--- config.mk ---
export PLATFORM = sky130hd
export DESIGN_NAME = mpfs_top
export DESIGN_NICKNAME = d
export VERILOG_FILES = /design/src/verilog/mpfs_pin_mux.v /design/src/verilog/mpfs_top.v
export VERILOG_INCLUDE_DIRS = /design/src /design/src/verilog
export SDC_FILE = /design/constraint.sdc
export NUM_CORES = 1
export LEC_CHECK = 0
export BUFFER_PORTS_ARGS = -buffer_cell sky130_fd_sc_hd__buf_2
export CAP_MARGIN = 20
export CORE_ASPECT_RATIO = 2
export CORE_MARGIN = 4
export CORE_UTILIZATION = 50
export DETAILED_ROUTE_END_ITERATION = 8
export PLACE_DENSITY = 0.76
export REMOVE_ABC_BUFFERS = 1
export SLEW_MARGIN = 15
export SYNTH_ARGS = -nofsm -noshare
export SYNTH_HDL_FRONTEND = slang
export SYNTH_SLANG_ARGS = --single-unit
--- constraint.sdc ---
create_clock -name mclk -period 3.4 [get_ports mclk]
set_input_delay 0.68 -clock mclk [delete_from_list [all_inputs] [get_ports mclk]]
set_output_delay 0.68 -clock mclk [all_outputs]
set_load 0.02 [all_outputs]
--- src/verilog/mpfs_consts.vh ---
/*
  Constants for the multipurpose pin function select block: register
  page and offsets, field positions and selector codes.
  Assumes it is included once per file by its bare name.
*/
// Overview of operation
// - Selector 0 disables pin, both buffers off
// - Selector 1 passes pin level to input mux
// - Selector 3 drives static level bit 6
// - Selector 4 drives shared bit-bang level
// - Selector 5 on pins A, B: PDM clock
// - Selector 5 on pin C: bit-bang level
// - Selector 6: reference clock, PDM clock on A
// - Selectors 7-10 route interrupts, A repeats three
// - Selector 12 drives serial one word clock
// - Selector 13 drives serial one bit clock
// - Selectors 16-18, 21, 27-29 drive serial outputs
// - Registers at book 0, page 1, 0x44-0x46
// - Reset clears all register fields to zero
`ifndef MPFS_CONSTS_VH
`define MPFS_CONSTS_VH

// ****************************************
// Register map
// ****************************************
`define MPFS_BOOK          8'h00
`define MPFS_PAGE          8'h01
`define MPFS_OFS_PIN_A     8'h44
`define MPFS_OFS_PIN_B     8'h45
`define MPFS_OFS_PIN_C     8'h46
`define MPFS_REG_RESET     8'h00

// ****************************************
// Field positions
// ****************************************
`define MPFS_SEL_MSB       4
`define MPFS_SEL_LSB       0
`define MPFS_LEVEL_BIT     6

// ****************************************
// Selector codes
// ****************************************
`define MPFS_SEL_OFF       5'h00
`define MPFS_SEL_INPUT     5'h01
`define MPFS_SEL_STATIC    5'h03
`define MPFS_SEL_BITBANG   5'h04
`define MPFS_SEL_PDM_BB    5'h05
`define MPFS_SEL_REFCLK    5'h06
`define MPFS_SEL_IRQ1      5'h07
`define MPFS_SEL_IRQ2      5'h08
`define MPFS_SEL_IRQ3      5'h09
`define MPFS_SEL_IRQ4      5'h0A
`define MPFS_SEL_S1_WCLK   5'h0C
`define MPFS_SEL_S1_BCLK   5'h0D
`define MPFS_SEL_S1_DOUT   5'h10
`define MPFS_SEL_S1_WCLK2  5'h11
`define MPFS_SEL_S2_BCLK   5'h12
`define MPFS_SEL_S2_DOUT   5'h15
`define MPFS_SEL_M_WCLK    5'h1B
`define MPFS_SEL_M_BCLK    5'h1C
`define MPFS_SEL_M_DOUT    5'h1D

// ****************************************
// Pin flavours for the per-pin mux
// ****************************************
`define MPFS_KIND_A        2'h0
`define MPFS_KIND_B        2'h1
`define MPFS_KIND_C        2'h2

`endif

--- src/verilog/mpfs_pin_mux.v ---
/*
  One pin's function mux: from its config byte decides output enable,
  output level, input-buffer enable and the input value to the mux.
  Assumes routed signals are already on mclk and that the pin input
  has been synchronised by the caller.
*/
`default_nettype none
`include "mpfs_consts.vh"

module mpfs_pin_mux #(
  parameter [1:0] KIND = `MPFS_KIND_A   // Which pin table applies
) (
  // Clock and reset
  input  wire       mclk,
  input  wire       srst,
  // Configuration
  input  wire [7:0] cfg,
  // Routed sources
  input  wire       shared_bitbang_level,
  input  wire       pdm_clock,
  input  wire       reference_clock_output,
  input  wire [3:0] interrupt_lines,
  input  wire       serial_if_one_word_clock,
  input  wire       serial_if_one_bit_clock,
  input  wire       serial_if_one_data_out,
  input  wire       serial_if_two_bit_clock,
  input  wire       serial_if_two_data_out,
  input  wire       merged_if_word_clock,
  input  wire       merged_if_bit_clock,
  input  wire       merged_if_data_out,
  // Pin side
  input  wire       pin_sync,
  output reg        pin_drive,
  output reg        pin_oe,
  output reg        pin_ie,
  output reg        pin_to_mux
);

  wire [4:0] sel;          // Function selector field
  wire       level;        // Static level bit
  reg        drv_next;     // Next output level
  reg        oe_next;      // Next output enable

  // Bits 7 and 5 are never looked at here
  assign sel   = cfg[`MPFS_SEL_MSB:`MPFS_SEL_LSB];
  assign level = cfg[`MPFS_LEVEL_BIT];

  // ****************************************
  // Selector decode
  // ****************************************
  // Default is off, so every reserved code leaves buffers down
  always @* begin
    drv_next = 1'h0;
    oe_next  = 1'h1;
    case (sel)
      `MPFS_SEL_STATIC:   drv_next = level;
      `MPFS_SEL_BITBANG:  drv_next = shared_bitbang_level;
      `MPFS_SEL_PDM_BB: begin
        // Pin C lists this as bit-bang, others as PDM clock
        if (KIND == `MPFS_KIND_C) begin
          drv_next = shared_bitbang_level;
        end else begin
          drv_next = pdm_clock;
        end
      end
      `MPFS_SEL_REFCLK: begin
        if (KIND == `MPFS_KIND_A) begin
          drv_next = pdm_clock;
        end else begin
          drv_next = reference_clock_output;
        end
      end
      `MPFS_SEL_IRQ1:     drv_next = interrupt_lines[0];
      `MPFS_SEL_IRQ2:     drv_next = interrupt_lines[1];
      `MPFS_SEL_IRQ3:     drv_next = interrupt_lines[2];
      `MPFS_SEL_IRQ4: begin
        // Pin A's table repeats interrupt three here
        if (KIND == `MPFS_KIND_A) begin
          drv_next = interrupt_lines[2];
        end else begin
          drv_next = interrupt_lines[3];
        end
      end
      `MPFS_SEL_S1_WCLK:  drv_next = serial_if_one_word_clock;
      `MPFS_SEL_S1_BCLK:  drv_next = serial_if_one_bit_clock;
      `MPFS_SEL_S1_DOUT:  drv_next = serial_if_one_data_out;
      `MPFS_SEL_S1_WCLK2: drv_next = serial_if_one_word_clock;
      `MPFS_SEL_S2_BCLK:  drv_next = serial_if_two_bit_clock;
      `MPFS_SEL_S2_DOUT:  drv_next = serial_if_two_data_out;
      `MPFS_SEL_M_WCLK:   drv_next = merged_if_word_clock;
      `MPFS_SEL_M_BCLK:   drv_next = merged_if_bit_clock;
      `MPFS_SEL_M_DOUT:   drv_next = merged_if_data_out;
      default:            oe_next  = 1'h0;
    endcase
  end

  // ****************************************
  // Registered pin outputs
  // ****************************************
  // Registered for glitch-free pins; costs one cycle of latency
  always @(posedge mclk) begin
    if (srst) begin
      pin_drive  <= 1'h0;
      pin_oe     <= 1'h0;
      pin_ie     <= 1'h0;
      pin_to_mux <= 1'h0;
    end else begin
      pin_drive  <= drv_next & oe_next;
      pin_oe     <= oe_next;
      pin_ie     <= (sel == `MPFS_SEL_INPUT);
      // Input mux sees zero while the input buffer is off
      pin_to_mux <= (sel == `MPFS_SEL_INPUT) & pin_sync;
    end
  end

endmodule // mpfs_pin_mux
`default_nettype wire

--- src/verilog/mpfs_top.v ---
/*
  Multipurpose pin function select: three config registers on the
  device's book/page register port and three pin muxes.
  Assumes the register port is a simple strobe interface on mclk,
  with book and page already decoded upstream into cfg_book/cfg_page.
*/
`default_nettype none
`include "mpfs_consts.vh"

module mpfs_top (
  // Clock and reset
  input  wire       mclk,
  input  wire       srst,
  // Register port
  input  wire [7:0] cfg_book,
  input  wire [7:0] cfg_page,
  input  wire [7:0] cfg_addr,
  input  wire       cfg_wr,
  input  wire       cfg_rd,
  input  wire [7:0] cfg_wdata,
  output reg  [7:0] cfg_rdata,
  output reg        cfg_rvalid,
  // Routed sources
  input  wire       shared_bitbang_level,
  input  wire       pdm_clock,
  input  wire       reference_clock_output,
  input  wire [3:0] interrupt_lines,
  input  wire       serial_if_one_word_clock,
  input  wire       serial_if_one_bit_clock,
  input  wire       serial_if_one_data_out,
  input  wire       serial_if_two_bit_clock,
  input  wire       serial_if_two_data_out,
  input  wire       merged_if_word_clock,
  input  wire       merged_if_bit_clock,
  input  wire       merged_if_data_out,
  // Pins: index 0 audio data in, 1 link clock, 2 link data out
  input  wire [2:0] pin_sense,
  output wire [2:0] pin_drive,
  output wire [2:0] pin_oe,
  output wire [2:0] pin_ie,
  output wire [2:0] pin_to_mux
);

  reg  [7:0] data_in_pin_config_reg;            // Pin A config
  reg  [7:0] chip_link_clock_pin_config_reg;    // Pin B config
  reg  [7:0] chip_link_dataout_pin_config_reg;  // Pin C config
  reg  [2:0] sync1_reg;                         // Synchroniser stage 1
  reg  [2:0] sync2_reg;                         // Synchroniser stage 2
  reg  [2:0] sync3_reg;                         // Synchroniser stage 3
  reg  [2:0] pin_in_reg;                        // Accepted pin level
  wire       page_hit;                          // Book and page match
  wire [7:0] cfg_bus [0:2];                     // Configs by pin index
  reg  [7:0] rd_word_next;                      // Byte the next read returns

  // ****************************************
  // Limitations
  // ****************************************
  // No high-Z or bus-keeper control lives here: a pin whose enable is
  // low is simply not driven by this block, and what the pad does then
  // is the pad's business.
  // The other general-purpose pins and the input-pin modes sit
  // elsewhere; only the three pins of this block are decoded.

  // ****************************************
  // Pin role summary
  // ****************************************
  // Each config byte holds a 5-bit selector in bits 4..0 and a static
  // level in bit 6; bits 7 and 5 are plain storage.
  //   Selector  Role on the pin
  //   0         Off: both pin buffers switched off
  //   1         Input: level goes on to the internal input mux
  //   3         Output: static level taken from bit 6
  //   4         Output: shared bit-bang level
  //   5         Output: PDM clock on pins A and B, bit-bang on pin C
  //   6         Output: PDM clock on pin A, reference clock elsewhere
  //   7..9      Output: interrupt lines one to three
  //   10        Output: interrupt four, but line three on pin A
  //   12, 13    Output: serial one word clock, bit clock
  //   16, 17    Output: serial one data out, word clock
  //   18, 21    Output: serial two bit clock, data out
  //   27..29    Output: merged word clock, bit clock, data out
  //   others    Reserved: handled like 0, buffers stay off
  // Clock-like sources pass one flip-flop on mclk, so the pin copy is
  // only as clean as mclk allows; a source that toggles near the mclk
  // rate is better routed around this block.

  // ****************************************
  // Register decode
  // ****************************************
  assign page_hit = (cfg_book == `MPFS_BOOK) && (cfg_page == `MPFS_PAGE);
  assign cfg_bus[0] = data_in_pin_config_reg;
  assign cfg_bus[1] = chip_link_clock_pin_config_reg;
  assign cfg_bus[2] = chip_link_dataout_pin_config_reg;

  // Register port timing, as the host sees it:
  //   edge 0  write strobe sampled, byte stored at this edge
  //   edge 1  pin mux sees the new byte and registers its outputs
  //   after edge 1 the pin shows its new role
  // A read strobe at edge 0 gives cfg_rvalid and cfg_rdata after that
  // edge for one cycle. A write and a read of one byte at the same
  // edge read the old value, since the read samples the store first.
  // Writes store all eight bits, reserved ones too
  always @(posedge mclk) begin
    if (srst) begin
      data_in_pin_config_reg           <= `MPFS_REG_RESET;
      chip_link_clock_pin_config_reg   <= `MPFS_REG_RESET;
      chip_link_dataout_pin_config_reg <= `MPFS_REG_RESET;
    end else if (cfg_wr && page_hit) begin
      if (cfg_addr == `MPFS_OFS_PIN_A) begin
        data_in_pin_config_reg <= cfg_wdata;
      end
      if (cfg_addr == `MPFS_OFS_PIN_B) begin
        chip_link_clock_pin_config_reg <= cfg_wdata;
      end
      if (cfg_addr == `MPFS_OFS_PIN_C) begin
        chip_link_dataout_pin_config_reg <= cfg_wdata;
      end
    end
  end

  // ****************************************
  // Register read
  // ****************************************
  // Address decode for reads; anything off this page reads zero
  always @* begin
    rd_word_next = `MPFS_REG_RESET;
    if (page_hit) begin
      case (cfg_addr)
        `MPFS_OFS_PIN_A: begin
          rd_word_next = data_in_pin_config_reg;
        end
        `MPFS_OFS_PIN_B: begin
          rd_word_next = chip_link_clock_pin_config_reg;
        end
        `MPFS_OFS_PIN_C: begin
          rd_word_next = chip_link_dataout_pin_config_reg;
        end
        default: begin
          // Unmapped byte on this page
          rd_word_next = `MPFS_REG_RESET;
        end
      endcase
    end
  end

  // Read data one cycle after the strobe; zero while no read is under
  // way, so a stale byte never lingers on the read bus
  always @(posedge mclk) begin
    if (srst) begin
      cfg_rdata  <= `MPFS_REG_RESET;
      cfg_rvalid <= 1'h0;
    end else begin
      cfg_rvalid <= cfg_rd;
      if (cfg_rd) begin
        cfg_rdata <= rd_word_next;
      end else begin
        cfg_rdata <= `MPFS_REG_RESET;
      end
    end
  end

  // ****************************************
  // Pin input synchroniser
  // ****************************************
  // Three stages; a change counts once stages two and three agree.
  // Stage one may go metastable, so only stage two reads it. The
  // accepted level holds while stages two and three disagree, which
  // also rejects a one-cycle glitch that slips past stage one.
  // Cost: an input change reaches pin_to_mux five edges later.
  always @(posedge mclk) begin
    if (srst) begin
      sync1_reg  <= 3'h0;
      sync2_reg  <= 3'h0;
      sync3_reg  <= 3'h0;
      pin_in_reg <= 3'h0;
    end else begin
      sync1_reg  <= pin_sense;
      sync2_reg  <= sync1_reg;
      sync3_reg  <= sync2_reg;
      pin_in_reg <= (sync2_reg & sync3_reg) | (pin_in_reg & (sync2_reg | sync3_reg));
    end
  end

  // ****************************************
  // Per-pin function muxes
  // ****************************************
  genvar g;
  generate
    for (g = 0; g < 3; g = g + 1) begin : g_pin
      // Pin index picks which role table the mux applies
      localparam [1:0] PIN_KIND = (g == 0) ? `MPFS_KIND_A :
                                  (g == 1) ? `MPFS_KIND_B : `MPFS_KIND_C;
      mpfs_pin_mux #(
        .KIND(PIN_KIND)
      ) u_mux (
        .mclk                     (mclk),
        .srst                     (srst),
        .cfg                      (cfg_bus[g]),
        .shared_bitbang_level     (shared_bitbang_level),
        .pdm_clock                (pdm_clock),
        .reference_clock_output   (reference_clock_output),
        .interrupt_lines          (interrupt_lines),
        .serial_if_one_word_clock (serial_if_one_word_clock),
        .serial_if_one_bit_clock  (serial_if_one_bit_clock),
        .serial_if_one_data_out   (serial_if_one_data_out),
        .serial_if_two_bit_clock  (serial_if_two_bit_clock),
        .serial_if_two_data_out   (serial_if_two_data_out),
        .merged_if_word_clock     (merged_if_word_clock),
        .merged_if_bit_clock      (merged_if_bit_clock),
        .merged_if_data_out       (merged_if_data_out),
        .pin_sync                 (pin_in_reg[g]),
        .pin_drive                (pin_drive[g]),
        .pin_oe                   (pin_oe[g]),
        .pin_ie                   (pin_ie[g]),
        .pin_to_mux               (pin_to_mux[g])
      );
    end
  endgenerate

endmodule // mpfs_top
`default_nettype wire
# Yosys cells after proc, flatten, opt, wreduce, memory -nomap -nowiden
# Cells that the tools add are included.
# totals
out_inout_bits,21
reg_bits,57
inputBits,54
elab_cells,114
# op_classes
bitwise_logic,12
n_eq_ne,58
mux,7
reduce_logical,16
# op_table
operator,count
5-bit equality test (second input constant),21
5-bit by 4-bit equality test with 1-bit output (second input constant),15
5-bit by 3-bit equality test with 1-bit output (second input constant),12
17-bit OR reduction,3
8-bit by 7-bit equality test with 1-bit output (second input constant),3
8-bit one-hot mux with 3 select lines,1
1-bit one-hot mux with 16 select lines,1
5-bit by 1-bit equality test with 1-bit output (second input constant),3
5-bit by 2-bit equality test with 1-bit output (second input constant),3
1-bit one-hot mux with 15 select lines,1
1-bit one-hot mux with 14 select lines,1
2-bit OR reduction,6
8-bit by 1-bit equality test with 1-bit output (second input constant),1
8-bit logical NOT,1
1-bit AND,6
3-bit AND,2
3-bit OR,2
2-bit AND reduction,3
1-bit two-way mux,3
3-bit OR reduction,1
1-bit logical AND,2
1-bit inverter,2

# Longest topological paths before layout
# Gate-level depths: netlist of the first run.
# depth
word_depth,4
mapped_depth,7
ltp_nobuf,5

# Modules after synthesis
# From an unflattened synthesis of the first run, not the netlist that was laid out.
# hier_totals
hier_cells,333
hier_area_um2,3099.2
# modules_own_cells
mod,instances,area_per_inst_um2,seq_area_each_um2,cells_per_inst
mpfs_top,1,1865.5,900.9,181
mpfs_pin_mux at g_pin[0].u_mux,1,416.6,80.1,53
mpfs_pin_mux at g_pin[2].u_mux,1,410.4,80.1,53
mpfs_pin_mux at g_pin[1].u_mux,1,406.6,80.1,46

# Least setup slack after synthesis of the first run
# OpenSTA, ideal clock, no wires.
# synth_timing
path_type,input-to-reg
startpoint,input port cfg_book[4]
endpoint,register chip_link_dataout_pin_config_reg[0]
path_stages,6
setup_ns,0.128
path_buffers,1
arrival_ns,1.984
slack_ns,1.289
required_ns,3.272
path_cell_list,or4_4 > nor3_4 > and4_4 > buf_12 > mux2i_1 > nor2_1
# synth_between
elab_chain_cells,4
# synth_rtl
item,line,rtl
"start, declared",mpfs_top.v:15,"input wire [7:0] cfg_book,"
8-bit logical NOT (no line),-,
1-bit logical AND,mpfs_top.v:90,assign page_hit = (cfg_book == `MPFS_BOOK) && (cfg_page == `MPFS_PAGE);
1-bit logical AND,mpfs_top.v:108,end else if (cfg_wr && page_hit) begin
2-bit AND reduction (no line),-,
"end signal, assigned",mpfs_top.v:107,chip_link_dataout_pin_config_reg <= `MPFS_REG_RESET;
"end signal, assigned",mpfs_top.v:116,chip_link_dataout_pin_config_reg <= cfg_wdata;
"end, declared",mpfs_top.v:46,reg [7:0] chip_link_dataout_pin_config_reg;
# Every way passes these cells.
# A chain may end at the register's enable or synchronous reset.

# Worst setup path in the final report of the first run
# layout_timing
startpoint,input port cfg_book[4]
endpoint,register data_in_pin_config_reg[1]
# layout_between
elab_chain_cells,4
# layout_rtl
item,line,rtl
8-bit logical NOT (no line),-,
1-bit logical AND,mpfs_top.v:90,
1-bit logical AND,mpfs_top.v:108,
2-bit AND reduction (no line),-,
"end signal, assigned",mpfs_top.v:105,data_in_pin_config_reg <= `MPFS_REG_RESET;
"end signal, assigned",mpfs_top.v:110,data_in_pin_config_reg <= cfg_wdata;
"end, declared",mpfs_top.v:44,reg [7:0] data_in_pin_config_reg;
# Every way passes these cells.

==> results of run 1 <==
## per-stage QoR
| stage | hold WS (ns) | cell area, um2 | std cells |
|---|---|---|---|
| floorplan | 0.414 | 2750 | 305 |
| global placement | 0.419 | 3200 | 441 |
| detailed placement | 0.424 | 3200 | 441 |
| CTS | 0.443 | 3490 | 457 |
| global route | 0.463 | 3490 | 457 |
| finish | 0.440 | 3490 | 457 |
## cell type report
cell class	instances	area, um2	area share, %
multi-input combinational	240	1580	45.2
sequential	57	1140	32.7
timing repair buffer	75	378	10.8
clock buffer	10	229	6.56
tap	61	76.3	2.19
clock inverter	6	58.8	1.68
inverter	8	30.0	0.860
## cells in the final DEF (no fill, tap or decap), types with 3 or more instances in the layout
cell type and count:
nor4b_1 3, a41oi_1 3, nor2b_1 20, nand4_1 7, and2_1 3, buf_2 74, a31oi_1 4, a21oi_1 17
and3_1 4, inv_1 8, xnor2_1 3, nand3_1 8, nor2_1 51, clkbuf_16 9, clkinv_2 4, o21ai_0 18
nand3b_1 3, xor2_1 3, dfxtp_1 57, nand2b_1 3, mux2i_1 38, nand2_1 13
## power by group
part | total [uW] | internal [uW] | switching [uW]
sequential | 676 | 674 | 1.74
clock | 860 | 561 | 299
combinational | 80.3 | 36.4 | 43.9
total | 1620 | 1270 | 344
## cells by family (layout without fill, tap and decap cells)
kind of cell | Yosys count | after routing | synth area share [%]
xor+xnor | 6 | 6 | 1.76
flops | 57 | 57 | 38.2
compound gates | 59 | 59 | 12.6
mux | 40 | 40 | 13.5
buf+inv | 47 | 99 | 9.00
simple gates | 135 | 135 | 25.0
## worst max-delay path, stage by stage
cell and delay (ns):
buf_2 0.10, or4_4 0.53, nor3_4 0.23, nand4_2 0.35
mux2i_1 0.27, nor2_1 0.06
## final timing paths
path | start | to | slack [ns] | cells past startpoint
max | cfg_book[4] | data_in_pin_config_reg[1]$_SDFFE_PP0P_ | 1.39 | 6
min | sync1_reg[2]$_SDFF_PP0_ | sync2_reg[2]$_SDFF_PP0_ | 0.44 | 1
max reg2reg | chip_link_clock_pin_config_reg[1]$_SDFFE_PP0P_ | g_pin[1].u_mux.pin_drive$_SDFF_PP0_ | 1.52 | 5
min reg2reg | sync1_reg[2]$_SDFF_PP0_ | sync2_reg[2]$_SDFF_PP0_ | 0.44 | 1
## metal layers
layer | up-vias | track usage (%)
met5 | - | 0
met2 | 104 | 36.7
met1 | 1230 | 20.4
li1 | 1292 | -
met3 | 23 | 5.83
met4 | 0 | 14.0
==> results.py, run 1 <==
metrics = {
    "outcome": {
        "status": "finished clean",
    },
    "sta": {
        "drv_slew": 0,
        "post-route-min-period_ns": 2.01,
        "final.setup.worst_slack_ns": 1.39,
        "slew_headroom_pct": 59.4,
        "fmax_ghz": 0.496,
        "finalClockSkew_ns": 0.00516,
        "tns_ns": 0,
        "rsz0062_at_grt": "false",
        "fin_crit_sh_pct": 59.2,
        "hold_violations": 0,
        "setup_viol": 0,
        "worstMarginPinSlew_ns": 0.609,
    },
    "critical_path": {
        "start_kind": "primary input",
        "cp.arrival_ns": 2.24,
        "critical_path_required_ns": 3.62,
        "endpoint_kind": "flop",
        "setup.worst_path.class": "primary input to flop",
        "critPathMaxFanout": 8,
    },
    "routing": {
        "via_count": 2649,
        "final_antenna_net_count": 0,
        "firstDrtPassIters": 4,
        "wl_met2_um": 3810,
        "detail_route.vias_per_cell": 5.80,
        "wl_met1_um": 2710,
        "wl_met3_um": 484,
        "drt_iter0_drc": 96,
        "wl_per_cell_um": 16.0,
        "routed_wl_um": 7310,
        "dr.max_layer_used": "met4",
        "drc_errors": 0,
    },
    "grt": {
        "grt_antenna_before_repair": 0,
        "grt_pass1_vias": 2665,
        "track_usage_pct": 20.7,
        "grt_pass1_wl_um": 11900,
        "grt_overflow": 0,
        "grt_max_degree": 33,
    },
    "clock_network": {
        "hold_buffers": 0,
        "clock_sinks": 57,
        "cts_resized": 0,
        "cts.htree.levels": 3,
        "cts_setup_buffers": 0,
        "cts_max_path_buffers": 2,
        "cts_tree": "built",
        "numCtsBuffers": 9,
        "root_buffer": "clkbuf_16",
        "insertion_delay_ns": 0.33,
        "clkSlewWorstSetupHoldPaths_ns": 0.05,
    },
    "power_and_ir_drop": {
        "p_per_area_mw_per_mm2": 463,
        "ir_worst_vdd_v": 0.000402,
        "power_uw": 1620,
        "p_leak_uw": 0.00155,
    },
    "yosys": {
        "synth_top_cell_by_area": "dfxtp_1",
        "synth-edff-count": 0,
        "yosysUniqueCellTypes": 55,
        "synth_seq_cells": 57,
        "synth_common_cells": "dfxtp_1 (57), nor2_1 (51), mux2i_1 (38)",
        "syn_area_mm2": 0.00299,
        "syn_inst": 344,
        "synthTopCellsByArea": "dfxtp_1 (38%), mux2i_1 (13%), nor2_1 (6.4%)",
        "synth.most_common_cell": "dfxtp_1",
        "synthArstFlopShare_pct": 0,
        "ys.warnings.count": 0,
        "postSynth.topFlopCell": "dfxtp_1",
        "yosysSeqAreaShare_pct": 38.2,
        "postSynthAreaPerCell_um2": 8.69,
        "synthDominantCellAreaShare_pct": 38.2,
    },
    "layout": {
        "fillCellCount": 532,
        "drive_above_1_share_pct": 26.0,
        "diodes": 0,
        "finalNetCount": 445,
        "final_core_util_pct": 60.6,
        "syn_to_final_growth_pct": 16.8,
    },
    "floorplanning": {
        "die_h_um": 117,
        "dieWidth_um": 62.7,
        "die-area_mm2": 0.00735,
        "core_area_mm2": 0.00576,
        "num_rows": 39,
        "start_util_pct": 51.9,
        "num_io_pins": 75,
    },
    "worst_hold_path": {
        "hold_path.class": "flop to flop",
    },
    "flow_run": {
        "maxCapViolCount": 0,
    },
    "placed_design": {
        "gp_congestion": 0.897,
        "place_ws_ns": 1.04,
        "dp_hpwl_um": 5380,
        "io_buffers": 74,
    },
}
Power figures use the tool's default switching activity.
==> inputs of run 2 (changes only) <==
- CORE_UTILIZATION: 50 -> 48
- clock period: 3.4 -> 1.7 ns (I/O delays scaled with it)
==> run 2 against run 1 <==
Compared with the run above: combinational power up 110%; total power is 92% higher; via count increased by 2.8%; die area increased by 3.8%; sequential share of layout area is 1.4 points lower; register-to-register slack worse by 1.4 ns; clock skew down 0.0010 ns; worst setup slack lost 1.3 ns; clock-buffer cell count rose by 2; sequential power up 100%; largest cell class unchanged; largest power group unchanged.
==> results.py, run 2 (same netlist as run 1, synthesis figures left out) <==
metrics = {
    "flow_run": {
        "maxCapViolCount": 0,
    },
    "clock_network": {
        "clock_sinks": 57,
        "cts.htree.levels": 3,
        "insertion_delay_ns": 0.33,
        "root_buffer": "clkbuf_16",
        "cts_setup_buffers": 0,
        "numCtsBuffers": 9,
        "cts_tree": "built",
        "cts_resized": 0,
        "cts_max_path_buffers": 2,
        "hold_buffers": 0,
        "clkSlewWorstSetupHoldPaths_ns": 0.05,
    },
    "grt": {
        "grt_max_degree": 22,
        "grt_overflow": 0,
        "track_usage_pct": 21.1,
        "grt_pass1_wl_um": 12300,
        "grt_pass1_vias": 2610,
        "grt_antenna_before_repair": 0,
    },
    "power_and_ir_drop": {
        "p_leak_uw": 0.00164,
        "power_uw": 3100,
        "p_per_area_mw_per_mm2": 848,
        "ir_worst_vdd_v": 0.000755,
    },
    "worst_hold_path": {
        "min_to": "sync1_reg[2]$_SDFF_PP0_",
        "min_delay_path_depth": 2,
        "hold_path.class": "primary input to flop",
        "min_from": "pin_sense[2]",
    },
    "floorplanning": {
        "start_util_pct": 49.4,
        "dieWidth_um": 63.8,
        "die_h_um": 120,
        "num_io_pins": 75,
        "core_area_mm2": 0.00606,
        "die-area_mm2": 0.00763,
        "num_rows": 40,
    },
    "critical_path": {
        "setup.worst_path.class": "primary input to flop",
        "start_kind": "primary input",
        "regToRegStartpoint": "chip_link_dataout_pin_config_reg[4]$_SDFFE_PP0P_",
        "reg2regPathDepth": 4,
        "cpMaxStageDelayCell": "or4_4",
        "critPathMaxFanout": 8,
        "critical_path_required_ns": 1.90,
        "rr_endpoint": "g_pin[2].u_mux.pin_drive$_SDFF_PP0_",
        "endpoint_kind": "flop",
        "crit_chain": "buf_6 -> or4_4 -> nor3_4 -> and4_4 -> mux2i_1 -> nor2_1",
        "cpPeakStageDelay_ns": 0.53,
        "cp.arrival_ns": 1.82,
        "r2r_slack_ns": 0.11,
    },
    "placed_design": {
        "gp_congestion": 0.841,
        "place_ws_ns": -0.260,
        "io_buffers": 74,
        "dp_hpwl_um": 5830,
    },
    "layout": {
        "finalNetCount": 465,
        "syn_to_final_growth_pct": 22.3,
        "diodes": 0,
        "drive_above_1_share_pct": 29.6,
        "layout_commonest_cell": "buf_2",
        "final_cell_mix": "buf_2 (73), dfxtp_1 (55), nor2_1 (51)",
    },
    "sta": {
        "setup_viol": 0,
        "rsz0062_at_grt": "false",
        "post-route-min-period_ns": 1.62,
        "fin_crit_sh_pct": 95.0,
        "drv_slew": 0,
        "slew_headroom_pct": 71.6,
        "final.setup.worst_slack_ns": 0.0849,
        "hold_violations": 0,
        "worstMarginPinSlew_ns": 0.427,
        "timing.hold.ws_ns": 0.226,
        "fmax_ghz": 0.619,
        "finalClockSkew_ns": 0.00415,
    },
    "routing": {
        "detail_route.vias_per_cell": 5.45,
        "drc_errors": 0,
        "via_count": 2722,
        "wl_per_cell_um": 15.3,
        "wl_met2_um": 4110,
        "firstDrtPassIters": 5,
        "final_antenna_net_count": 0,
        "dr.max_layer_used": "met4",
        "routed_wl_um": 7620,
        "wl_met3_um": 400,
        "wl_met1_um": 2700,
        "drt_iter0_drc": 118,
    },
    "outcome": {
        "status": "finished clean",
    },
}
run 2: cell types whose count changed in the layout (fill, tap and decap cells not counted), sizes merged:
cell,change
buf,+20
clkinv,-3
bufinv,-1
clkbuf,+2
clkinvlp,+1
run 2: cell type report:
cell class | count | area (um2)
Fill cell | 559 | 2400
Tap cell | 84 | 105
Clock buffer | 12 | 246
Clock inverter | 3 | 17.5
Timing Repair Buffer | 95 | 534
Sequential cell | 57 | 1140
Multi-Input combinational cell | 240 | 1580
Inverter | 8 | 30.0
run 2: worst max-delay path by stage:
stage | startpoint | to | slack (ns) | cells after the start
final | cfg_book[4] | chip_link_dataout_pin_config_reg[7]$_SDFFE_PP0P_ | 0.08 | 6
after floorplan | cfg_book[4] | chip_link_dataout_pin_config_reg[4]$_SDFFE_PP0P_ | -0.03 | 5
after global placement | cfg_book[4] | chip_link_dataout_pin_config_reg[4]$_SDFFE_PP0P_ | -0.21 | 6
after CTS | chip_link_clock_pin_config_reg[1]$_SDFFE_PP0P_ | g_pin[1].u_mux.pin_drive$_SDFF_PP0_ | 0.04 | 5
after global routing | chip_link_dataout_pin_config_reg[4]$_SDFFE_PP0P_ | g_pin[2].u_mux.pin_drive$_SDFF_PP0_ | 0.003 | 5
after detailed placement | cfg_book[4] | chip_link_dataout_pin_config_reg[1]$_SDFFE_PP0P_ | -0.26 | 6
run 2: critical path: cells and delay by family:
family	cells	cell delay, ns
muxes	1	0.22
buffers and inverters	1	0.09
and+or+nand+nor	4	1.16
run 2: routing by layer:
metal  up-vias  global-route usage (%)
li1       1331                       -
met1      1254                    21.5
met2       107                    37.3
met3        30                    5.34
met4         0                    12.9
met5         -                       0
run 2: power by group:
group          internal, uW  switching, uW
Combinational          77.3           93.6
Sequential             1350           3.39
Clock                  1010            569
Total                  2430            666
run 2: stage by stage:
stage          cell area (um2)  cells  util (%)  setup TNS (ns)
6_report                  3660    499      60.4               0
3_5_place_dp              3380    484      55.9           -5.04
5_1_grt                   3660    499      60.4               0
4_1_cts                   3650    499      60.2               0
2_1_floorplan             2750    305         -          -0.484
3_3_place_gp              3380    484      55.9           -4.19
==> inputs of run 3 (changes only) <==
- CELL_PAD_IN_SITES_DETAIL_PLACEMENT: not set -> 1
- CELL_PAD_IN_SITES_GLOBAL_PLACEMENT: not set -> 2
- CORE_UTILIZATION: 48 -> 33
- PLACE_DENSITY: 0.76 -> not set
- PLACE_DENSITY_LB_ADDON: not set -> 0.1
- clock period: 1.7 -> 2 ns (I/O delays scaled with it)
==> run 3 against run 2 <==
Compared with the run above: via count up 0.84%; worst setup slack improved by 0.18 ns; die area increased by 41%; sequential power decreased by 15%; sequential cell count unchanged.
==> results.py, run 3 (same netlist as run 1, synthesis figures left out) <==
metrics = {
    "outcome": {
        "status": "finished clean",
    },
    "sta": {
        "fmax_ghz": 0.575,
        "rsz0062_at_grt": "false",
        "tns_ns": 0,
        "fin_crit_sh_pct": 86.9,
        "drv_slew": 0,
        "slew_headroom_pct": 60.6,
        "post-route-min-period_ns": 1.74,
        "finalClockSkew_ns": 0.00647,
        "worstMarginPinSlew_ns": 0.591,
        "hold_violations": 0,
        "setup_viol": 0,
    },
    "floorplanning": {
        "start_util_pct": 34.3,
        "core_area_mm2": 0.00871,
        "num_rows": 48,
        "die-area_mm2": 0.0107,
        "num_io_pins": 75,
        "dieWidth_um": 75.3,
        "die_h_um": 143,
    },
    "placed_design": {
        "io_buffers": 74,
        "gp_congestion": 0.829,
        "dp.cells": 500,
        "dp_hpwl_um": 7200,
        "place_area_mm2": 0.00343,
    },
    "routing": {
        "final_antenna_net_count": 0,
        "firstDrtPassIters": 4,
        "wl_met3_um": 441,
        "drt_iter0_drc": 102,
        "wl_met2_um": 5130,
        "dr.max_layer_used": "met4",
        "via_count": 2745,
        "routed_wl_um": 9200,
        "wl_per_cell_um": 17.9,
        "detail_route.vias_per_cell": 5.33,
        "wl_met1_um": 3390,
        "drc_errors": 0,
    },
    "clock_network": {
        "clock_sinks": 57,
        "numCtsBuffers": 9,
        "insertion_delay_ns": 0.33,
        "cts_resized": 0,
        "hold_buffers": 0,
        "cts_setup_buffers": 0,
        "root_buffer": "clkbuf_16",
        "clkSlewWorstSetupHoldPaths_ns": 0.05,
        "cts.htree.levels": 3,
        "cts_max_path_buffers": 2,
        "cts_tree": "built",
    },
    "grt": {
        "grt_overflow": 0,
        "grt_pass1_vias": 3061,
        "track_usage_pct": 19.0,
        "grt_max_degree": 23,
        "grt_antenna_before_repair": 0,
        "grt_pass1_wl_um": 15300,
    },
    "layout": {
        "final_cell_mix": "buf_2 (74), dfxtp_1 (57), nor2_1 (51)",
        "final_core_util_pct": 42.6,
        "drive_above_1_share_pct": 29.6,
        "syn_to_final_growth_pct": 24.2,
        "finalNetCount": 465,
        "design_area_mm2": 0.00371,
        "diodes": 0,
        "layout.cells.non_filler": 515,
        "layout_commonest_cell": "buf_2",
    },
    "critical_path": {
        "cpMaxStageDelayCell": "dfxtp_1",
        "crit_chain": "mux2_2 -> a22o_1 -> a32oi_1 -> a31oi_1",
        "setup.worst_path.class": "flop to flop",
        "critical_path_required_ns": 2.21,
        "start_kind": "flop",
        "critPathMaxFanout": 13,
        "cpPeakStageDelay_ns": 0.66,
        "endpoint_kind": "flop",
        "cp.arrival_ns": 1.95,
    },
    "power_and_ir_drop": {
        "p_leak_uw": 0.00165,
        "p_per_area_mw_per_mm2": 742,
        "ir_worst_vdd_v": 0.000471,
    },
    "worst_hold_path": {
        "hold_path.class": "primary input to flop",
    },
    "flow_run": {
        "maxCapViolCount": 0,
    },
}
run 3: changes by cell type in the layout (fill, tap and decap cells not counted), moves of 2 or more:
cell / before / now
clkbuf_1: 2 / 0
buf_12: 0 / 2
dfxtp_1: 55 / 57
buf_4: 21 / 19
dfxtp_2: 2 / 0
run 3: final timing paths:
kind                                                    start                                   to  slack [ns]  cells past startpoint
min                                              pin_sense[1]              sync1_reg[1]$_SDFF_PP0_        0.29                      2
min reg2reg                           sync1_reg[1]$_SDFF_PP0_              sync2_reg[1]$_SDFF_PP0_        0.44                      1
max reg2reg  chip_link_dataout_pin_config_reg[4]$_SDFFE_PP0P_  g_pin[2].u_mux.pin_drive$_SDFF_PP0_        0.26                      4
max          chip_link_dataout_pin_config_reg[4]$_SDFFE_PP0P_  g_pin[2].u_mux.pin_drive$_SDFF_PP0_        0.26                      4
run 3: report_power, final:
part           internal (uW)  switching, uW  total [uW]
sequential              1150           2.59        1150
combinational           64.4           77.2         142
clock                    947            517        1460
run 3: critical path, delay by kind of cell (launching register included):
family	cells	cell delay, ns
flops	1	0.66
compound gates	3	0.53
mux	1	0.43
run 3: final cells by class:
cell class                      instances  area [um2]
Clock buffer                            9         225
Clock inverter                          6        60.1
Fill cell                            1068        4990
Inverter                                8        30.0
Multi-Input combinational cell        240        1580
Sequential cell                        57        1140
Tap cell                              100         125
Timing Repair Buffer                   95         553
run 3: per-layer routing:
layer	vias to the layer above	track usage (%)
met3	21	4.31
met2	74	35.0
met1	1318	19.8
met5	-	0
li1	1332	-
met4	0	7.83
run 3: through the flow:
step	total power [uW]	hold slack [ns]	worst slack [ns]
after floorplan	1210	0.414	0.206
after global placement	1310	0.425	0.0534
after detailed placement	1320	0.428	0.00972
after CTS	2800	0.276	0.238
after global routing	2870	0.284	0.0824
final	2750	0.285	0.261
